[src/hw/pdc_regs.vh]
// register offsets, field positions, reset values for the loop-2 divider config bank
// assumes byte addresses on a 32-bit axi4-lite bus, one register per aligned word
`ifndef PDC_REGS_VH
`define PDC_REGS_VH
// printed offsets are register indices; byte address is four times the index
`define PDC_IDX_REF_DIV_HIGH 12'h160
`define PDC_IDX_REF_DIV_LOW 12'h161
`define PDC_IDX_PRESC_RANGE_DBL 12'h162
`define PDC_IDX_STATUS 12'h170
// field positions
`define PDC_REF_DIV_HIGH_MSB 3
`define PDC_PRESC_MSB 7
`define PDC_PRESC_LSB 5
`define PDC_RANGE_MSB 4
`define PDC_RANGE_LSB 2
`define PDC_DBL_BIT 0
// reset values
`define PDC_RST_REF_DIV_HIGH 8'h00
`define PDC_RST_REF_DIV_LOW 8'h02
`define PDC_RST_PRESC_RANGE_DBL 8'h4d
// writable bit masks: reserved bits stay zero
`define PDC_MASK_REF_DIV_HIGH 8'h0f
`define PDC_MASK_REF_DIV_LOW 8'hff
`define PDC_MASK_PRESC_RANGE_DBL 8'hfd
`endif

[src/hw/pdc_top.v]
// loop-2 divider configuration bank with axi4-lite slave and divider datapath
// assumes reference and vco event pins are asynchronous slow edges (< sys clk / 4)
// Summary of operation
// 12-bit reference divider: high nibble plus low byte; zero is invalid, no output.
// prescaler field 7:5: code 0 divides by 8, 1-2 by 2, else by code.
// prescaler input comes from the vco output picked by the mode selector.
// software must set the reference range code; codes 3,5,6,7 reserved.
// bit 0 enables the reference doubler, doubling comparison rate.
// reserved bits read zero; writes to them change nothing.
`include "pdc_regs.vh"
`default_nettype none
module pdc_top #(
  parameter DIV_W = 12
) (
  // clock and reset
  input wire I_CLK_SYS,
  input wire I_ARST_N,
  // axi4-lite write address and data
  input wire I_AWVALID,
  output wire O_AWREADY,
  input wire [13:0] I_AWADDR,
  input wire I_WVALID,
  output wire O_WREADY,
  input wire [31:0] I_WDATA,
  input wire [3:0] I_WSTRB,
  // axi4-lite write response
  output reg O_BVALID,
  input wire I_BREADY,
  output reg [1:0] O_BRESP,
  // axi4-lite read
  input wire I_ARVALID,
  output wire O_ARREADY,
  input wire [13:0] I_ARADDR,
  output reg O_RVALID,
  input wire I_RREADY,
  output reg [31:0] O_RDATA,
  output reg [1:0] O_RRESP,
  // loop inputs: reference, the two vco outputs and the mode selector, asynchronous
  input wire I_REF_CLK,
  input wire I_VCO_A,
  input wire I_VCO_B,
  input wire I_FIRST_MODE_SELECTOR,
  // loop outputs
  output reg O_REF_CMP_PULSE,
  output wire O_FB_PRESC_PULSE,
  output reg [2:0] O_REF_INPUT_RANGE_CODE,
  output reg O_RANGE_CODE_RESERVED
);
  reg [1:0] rst_sync_q;
  wire rst_n;
  reg [7:0] div_high_q;
  reg [7:0] div_low_q;
  reg [7:0] presc_q;
  reg [13:0] awaddr_q;
  reg aw_have_q;
  reg [31:0] wdata_q;
  reg [3:0] wstrb_q;
  reg w_have_q;
  reg [2:0] ref_s_q;
  reg [2:0] vco_a_s_q;
  reg [2:0] vco_b_s_q;
  reg [1:0] sel_s_q;
  reg [2:0] presc_ratio;
  wire [DIV_W-1:0] loop2_ref_divider;
  wire [2:0] loop2_vco_prescaler;
  wire ref_doubler_enable;
  wire ref_event;
  wire vco_event;
  wire ref_div_pulse;
  wire do_write;

  // release reset through two flops so every flop leaves reset together
  always @(posedge I_CLK_SYS or negedge I_ARST_N)
  begin
    if (!I_ARST_N)
      rst_sync_q <= 2'b00;
    else
      rst_sync_q <= {rst_sync_q[0], 1'b1};
  end
  assign rst_n = rst_sync_q[1];

  // register index from a byte address; low two bits ignored
  function [11:0] reg_index;
    input [13:0] addr;
    begin
      reg_index = addr[13:2];
    end
  endfunction

  // field views of the stored registers
  assign loop2_ref_divider = {div_high_q[`PDC_REF_DIV_HIGH_MSB:0], div_low_q};
  assign loop2_vco_prescaler = presc_q[`PDC_PRESC_MSB:`PDC_PRESC_LSB];
  assign ref_doubler_enable = presc_q[`PDC_DBL_BIT];

  // write channel: address and data taken in either order, one at a time
  assign O_AWREADY = !aw_have_q && !O_BVALID;
  assign O_WREADY = !w_have_q && !O_BVALID;
  assign do_write = aw_have_q && w_have_q && !O_BVALID;

  always @(posedge I_CLK_SYS or negedge rst_n)
  begin
    if (!rst_n)
    begin
      aw_have_q <= 1'b0;
      w_have_q <= 1'b0;
      awaddr_q <= 14'h0000;
      wdata_q <= 32'h00000000;
      wstrb_q <= 4'h0;
      O_BVALID <= 1'b0;
      O_BRESP <= 2'b00;
      div_high_q <= `PDC_RST_REF_DIV_HIGH;
      div_low_q <= `PDC_RST_REF_DIV_LOW;
      presc_q <= `PDC_RST_PRESC_RANGE_DBL;
    end
    else
    begin
      if (I_AWVALID && O_AWREADY)
      begin
        aw_have_q <= 1'b1;
        awaddr_q <= I_AWADDR;
      end
      if (I_WVALID && O_WREADY)
      begin
        w_have_q <= 1'b1;
        wdata_q <= I_WDATA;
        wstrb_q <= I_WSTRB;
      end
      if (O_BVALID && I_BREADY)
        O_BVALID <= 1'b0;
      if (do_write)
      begin
        aw_have_q <= 1'b0;
        w_have_q <= 1'b0;
        O_BVALID <= 1'b1;
        O_BRESP <= 2'b00;
        // masks keep reserved bits at zero
        if (reg_index(awaddr_q) == `PDC_IDX_REF_DIV_HIGH)
        begin
          if (wstrb_q[0])
            div_high_q <= wdata_q[7:0] & `PDC_MASK_REF_DIV_HIGH;
        end
        else if (reg_index(awaddr_q) == `PDC_IDX_REF_DIV_LOW)
        begin
          if (wstrb_q[0])
            div_low_q <= wdata_q[7:0] & `PDC_MASK_REF_DIV_LOW;
        end
        else if (reg_index(awaddr_q) == `PDC_IDX_PRESC_RANGE_DBL)
        begin
          if (wstrb_q[0])
            presc_q <= wdata_q[7:0] & `PDC_MASK_PRESC_RANGE_DBL;
        end
        else if (reg_index(awaddr_q) != `PDC_IDX_STATUS)
          O_BRESP <= 2'b10; // slverr for unmapped address
      end
    end
  end

  // read channel: one outstanding read, answer the cycle after arvalid
  assign O_ARREADY = !O_RVALID;

  always @(posedge I_CLK_SYS or negedge rst_n)
  begin
    if (!rst_n)
    begin
      O_RVALID <= 1'b0;
      O_RDATA <= 32'h00000000;
      O_RRESP <= 2'b00;
    end
    else if (O_RVALID)
    begin
      if (I_RREADY)
        O_RVALID <= 1'b0;
    end
    else if (I_ARVALID)
    begin
      O_RVALID <= 1'b1;
      O_RRESP <= 2'b00;
      // upper bits and reserved bits read as zero
      if (reg_index(I_ARADDR) == `PDC_IDX_REF_DIV_HIGH)
        O_RDATA <= {24'h000000, div_high_q};
      else if (reg_index(I_ARADDR) == `PDC_IDX_REF_DIV_LOW)
        O_RDATA <= {24'h000000, div_low_q};
      else if (reg_index(I_ARADDR) == `PDC_IDX_PRESC_RANGE_DBL)
        O_RDATA <= {24'h000000, presc_q};
      else if (reg_index(I_ARADDR) == `PDC_IDX_STATUS)
        O_RDATA <= {30'h00000000, O_RANGE_CODE_RESERVED, loop2_ref_divider == {DIV_W{1'b0}}};
      else
      begin
        O_RDATA <= 32'h00000000;
        O_RRESP <= 2'b10;
      end
    end
  end

  // pin synchronisers; edge logic reads only stage two and later
  always @(posedge I_CLK_SYS or negedge rst_n)
  begin
    if (!rst_n)
    begin
      ref_s_q <= 3'b000;
      vco_a_s_q <= 3'b000;
      vco_b_s_q <= 3'b000;
      sel_s_q <= 2'b00;
    end
    else
    begin
      ref_s_q <= {ref_s_q[1:0], I_REF_CLK};
      vco_a_s_q <= {vco_a_s_q[1:0], I_VCO_A};
      vco_b_s_q <= {vco_b_s_q[1:0], I_VCO_B};
      sel_s_q <= {sel_s_q[0], I_FIRST_MODE_SELECTOR};
    end
  end

  // doubler counts both reference edges, otherwise rising only
  assign ref_event = ref_doubler_enable ? (ref_s_q[2] ^ ref_s_q[1])
                                        : (ref_s_q[1] & ~ref_s_q[2]);
  // prescaler input taken from the selected vco output
  assign vco_event = sel_s_q[1] ? (vco_b_s_q[1] & ~vco_b_s_q[2])
                                : (vco_a_s_q[1] & ~vco_a_s_q[2]);

  // prescaler code to ratio
  always @*
  begin
    if (loop2_vco_prescaler == 3'h0)
      presc_ratio = 3'h0; // divide by 8; ratio 0 is mapped to 4'h8 at the prescaler
    else if (loop2_vco_prescaler == 3'h1)
      presc_ratio = 3'h2;
    else
      presc_ratio = loop2_vco_prescaler;
  end

  // reference divider; zero ratio makes no pulses
  pdc_clk_div #(
    .WIDTH(DIV_W)
  ) u_ref_div (
    .i_clk(I_CLK_SYS),
    .i_rst_n(rst_n),
    .i_in_en(ref_event),
    .i_ratio(loop2_ref_divider),
    .o_pulse(ref_div_pulse)
  );

  // prescaler; a four-bit ratio gives eight for code zero
  pdc_clk_div #(
    .WIDTH(4)
  ) u_presc (
    .i_clk(I_CLK_SYS),
    .i_rst_n(rst_n),
    .i_in_en(vco_event),
    .i_ratio((presc_ratio == 3'h0) ? 4'h8 : {1'b0, presc_ratio}),
    .o_pulse(O_FB_PRESC_PULSE)
  );

  // registered outputs toward the calibration logic
  always @(posedge I_CLK_SYS or negedge rst_n)
  begin
    if (!rst_n)
    begin
      O_REF_CMP_PULSE <= 1'b0;
      O_REF_INPUT_RANGE_CODE <= 3'h3;
      O_RANGE_CODE_RESERVED <= 1'b1;
    end
    else
    begin
      O_REF_CMP_PULSE <= ref_div_pulse;
      O_REF_INPUT_RANGE_CODE <= presc_q[`PDC_RANGE_MSB:`PDC_RANGE_LSB];
      // flag reserved codes; software owns picking a valid one
      O_RANGE_CODE_RESERVED <= (presc_q[4:2] == 3'h3) || (presc_q[4:2] > 3'h4);
    end
  end
endmodule // pdc_top
`default_nettype wire

[src/hw/pdc_clk_div.v]
// programmable divider: one-cycle enable pulse every ratio input edges
// assumes i_in_en marks input events in the system clock domain
`default_nettype none
module pdc_clk_div #(
  parameter WIDTH = 12
) (
  // clock and reset
  input wire i_clk,
  input wire i_rst_n,
  // control
  input wire i_in_en,
  input wire [WIDTH-1:0] i_ratio,
  // output
  output reg o_pulse
);
  reg [WIDTH-1:0] cnt_q;

  // count input events; ratio zero clears the count and stops the divider
  always @(posedge i_clk or negedge i_rst_n)
  begin
    if (!i_rst_n)
    begin
      cnt_q <= {WIDTH{1'b0}};
      o_pulse <= 1'b0;
    end
    else
    begin
      o_pulse <= 1'b0;
      if (i_ratio == {WIDTH{1'b0}})
        cnt_q <= {WIDTH{1'b0}};
      else if (i_in_en)
      begin
        if (cnt_q >= i_ratio - {{(WIDTH-1){1'b0}}, 1'b1})
        begin
          cnt_q <= {WIDTH{1'b0}};
          o_pulse <= 1'b1;
        end
        else
          cnt_q <= cnt_q + {{(WIDTH-1){1'b0}}, 1'b1};
      end
    end
  end
endmodule // pdc_clk_div
`default_nettype wire

[config.mk]
export PLATFORM = sky130hd
export DESIGN_NAME = pdc_top
export DESIGN_NICKNAME = d
export VERILOG_FILES = /design/src/hw/pdc_top.v /design/src/hw/pdc_clk_div.v
export VERILOG_INCLUDE_DIRS = /design/src /design/src/hw
export SDC_FILE = /design/constraint.sdc
export NUM_CORES = 1
export LEC_CHECK = 0
export BUFFER_PORTS_ARGS = -buffer_cell sky130_fd_sc_hd__buf_2
export CORE_ASPECT_RATIO = 0.6
export CORE_MARGIN = 3
export CORE_UTILIZATION = 35
export CTS_CLUSTER_SIZE = 12
export DETAILED_ROUTE_END_ITERATION = 12
export PLACE_DENSITY = 0.59
export SLEW_MARGIN = 15
export SYNTH_ARGS = -nofsm -noshare
export SYNTH_HDL_FRONTEND = slang
export SYNTH_SLANG_ARGS = --single-unit
[constraint.sdc]
create_clock -name I_CLK_SYS -period 3.36 [get_ports I_CLK_SYS]
set_input_delay 0.672 -clock I_CLK_SYS [delete_from_list [all_inputs] [get_ports I_CLK_SYS]]
set_output_delay 0.672 -clock I_CLK_SYS [all_outputs]
set_load 0.005 [all_outputs]
==> run metrics <==
Post-Route Skew 0.00665 ns; top area cells in the synthesized netlist dfrtp_1 (44%), mux2_2 (9.7%), ha_1 (6.5%); final cycle utilization of the critical path 0.881; post-route ant nets 0; largest net degree at the start of global routing 89; ANT cells 0; GP Congestion 0.896; VDD IR max 0.328 mV; CTS tree yes; asr flop ratio synth 1.00; RSZ-0062 raised after global routing false; Mapped Area 4630 um2; Initial Util 0.371; Yosys top cell area share 0.443; routed wire length 9.94 mm; fmax 338 MHz; Final Hold Viols 0; leakage ~2.6 nW; GR Overflow Total 0; Setup CP Type register to register; IO buf count 64; vias after detailed routing 3341; dpl cell area 5040 um2; placed wire-length estimate 7.53 mm; Worst R2R Start div_low_q[0]$_DFFE_PN0P_; sequential fraction of the synthesis area 0.489; Area Overhead vs Synth 15.6%; die footprint 14700 um2; root buffer cell clkbuf_16; violation count after the first detailed-route iteration 210; Avg Cell Area, Syn 10.9 um2; # rows 31; setup repair bufs after CTS 0; Die Wd 154 um; Worst R2R Setup Slack 0.40 ns; max cap viols 0; max-slew violations 0; Top-Level Pins roughly 120; distinct cell type count after synthesis 57; Die Span Y 95.1 um; pwr/cell area 545 nW/um2; FF-to-FF End u_ref_div.cnt_q[8]$_DFFE_PN0P_; worst path arrival time 3.14 ns; critical path required time 3.54 ns; Post-Route Setup TNS 0 ns; Period minus WS final 2.96 ns; Synth Instances between 400 and 500; first-pass detailed-route iteration total 4; Slew HR 0.451; WHS 0.103 ns; antenna violations before repair 0; total clock buffers created by CTS 9; crit path max fanout 5; post-CTS resize count 0; Core Region between 10000 and 15000 um2; Power Total 2.91 mW; final setup vio count 0; post-DR wirelength/cell 15.0 um; post-DR vias/cell slightly above 5; number of global-route vias before repair 3175; Setup crit start kind register; gr usage total 0.145; Post-synth EDFFs 0; YS warnings 0; Hold WC Path Type input pin to async pin; H-tree levels 3; CP Capture Type register; final instance area 5350 um2; Post-synth top flop dfrtp_1; worst skew pair latency around 0.34 ns; post-synth top area cell dfrtp_1; Sink Count 90; Final #Nets 592; clock-pin slew of the registers on the worst-case setup and hold paths 0.07 ns; CTS Hold Bufs 0; r2r worst-path depth 10; first-pass GRT wire length 16.5 mm; layout cell share with drive strength beyond 1 0.291; status finished clean; FF+latch count, synth 90; CTS Buffer Depth 2; DR DRC count 0; Util after Layout 0.428; Slew @ Worst Pin roughly 0.82 ns
## final cells by class
cell class	count	area (um2)
Clock inverter	5	36.3
Tap cell	165	206
Sequential cell	90	2270
Clock buffer	11	243
Fill cell	1220	7140
Multi-Input combinational cell	307	2170
Inverter	17	63.8
Timing Repair Buffer	68	363
## flip-flops by register name, summed over array words and instances (netlist names), 4 cells and up
register / count
presc_q: 7
div_high_q: 4
O_RDATA: 8
awaddr_q: 12
wdata_q: 8
u_presc.cnt_q: 4
div_low_q: 8
u_ref_div.cnt_q: 12
## worst max path at each step
stage	slack, ns	depth (start not counted)	from	end
after CTS	0.38	10	div_low_q[5]$_DFFE_PN0P_	u_ref_div.cnt_q[8]$_DFFE_PN0P_
after detailed placement	0.40	10	div_low_q[5]$_DFFE_PN0P_	u_ref_div.cnt_q[8]$_DFFE_PN0P_
after global placement	0.50	10	div_low_q[5]$_DFFE_PN0P_	u_ref_div.cnt_q[2]$_DFFE_PN0P_
after floorplan	0.68	0	rst_sync_q[1]$_DFF_PN0_	O_BRESP[1]$_DFFE_PN0P_
after global routing	0.04	10	div_low_q[5]$_DFFE_PN0P_	u_ref_div.cnt_q[8]$_DFFE_PN0P_
final	0.40	10	div_low_q[0]$_DFFE_PN0P_	u_ref_div.cnt_q[8]$_DFFE_PN0P_
## report_power, final
group	leakage (nW)	switching (mW)	internal (mW)
Clock	0.140	0.429	0.526
Combinational	1.28	0.227	0.276
Sequential	1.13	0.177	1.28
Total	2.56	0.833	2.08
## layer usage
layer	part of all wire	up-vias	GRT usage
li1	-	1611	-
met1	0.52	1598	0.222
met2	0.37	126	0.189
met3	0.099	6	0.0558
met4	0.0075	0	0.0316
met5	0	-	0
## logic make-up (layout without fill, tap and decap cells)
group                      Yosys count  in the layout  synth area share
and+or+nand+nor                    136            136             0.162
DFF                                 90             90             0.489
AOI/OAI and AO/OA                   67             67            0.0960
buffers and inverters               52            101            0.0638
muxes                               42             42             0.102
adders and majority gates           24             24            0.0649
xor gates and xnor gates            11             11            0.0208
other                                2             27           0.00162
## cells in the mapped netlist, drive strengths merged, types with 3 or more instances
cell type  count
ha            24
a32oi          4
clkbuf         7
inv           17
o31ai          3
a21oi         18
a2111oi        7
a21o           4
xnor2          6
a211o          4
mux2          40
xor2           5
nor3b          3
nor4           4
nand2         29
buf           28
and2           4
o21ai         17
nor2          34
nand4          5
and3           7
dfstp          8
or3            5
nand3         10
nor2b          3
or4            3
dfrtp         82
nor3          15
## stage by stage
| stage | cells | setup WS [ns] |
|---|---|---|
| 2_1_floorplan | 449 | 0.682 |
| 3_3_place_gp | 646 | 0.501 |
| 3_5_place_dp | 646 | 0.399 |
| 4_1_cts | 662 | 0.379 |
| 5_1_grt | 663 | 0.0367 |
| 6_report | 663 | 0.401 |
## critical path, cell delays in order, from the launching register on
cell and delay [ns]:
dfrtp_1 0.42, inv_1 0.19, ha_1 0.26, nand2_1 0.10
nor3_1 0.19, xnor2_1 0.12, ha_1 0.30, nand4_1 0.09
o311a_1 0.38, nor3_1 0.58, a2111oi_0 0.17
## cell usage in the layout (no fill, tap or decap), drive strengths merged, types with 6 or more instances in the layout
cell type	synthesis	final
mux2	40	40
conb	2	27
nand3	10	10
ha	24	24
and3	7	7
buf	28	68
a2111oi	7	7
nand2	29	29
dfstp	8	8
a21oi	18	18
clkbuf	7	11
nor3	15	15
inv	17	19
xnor2	6	6
dfrtp	82	82
o21ai	17	17
nor2	34	34
No activity file was read; power rests on OpenSTA's default activity.
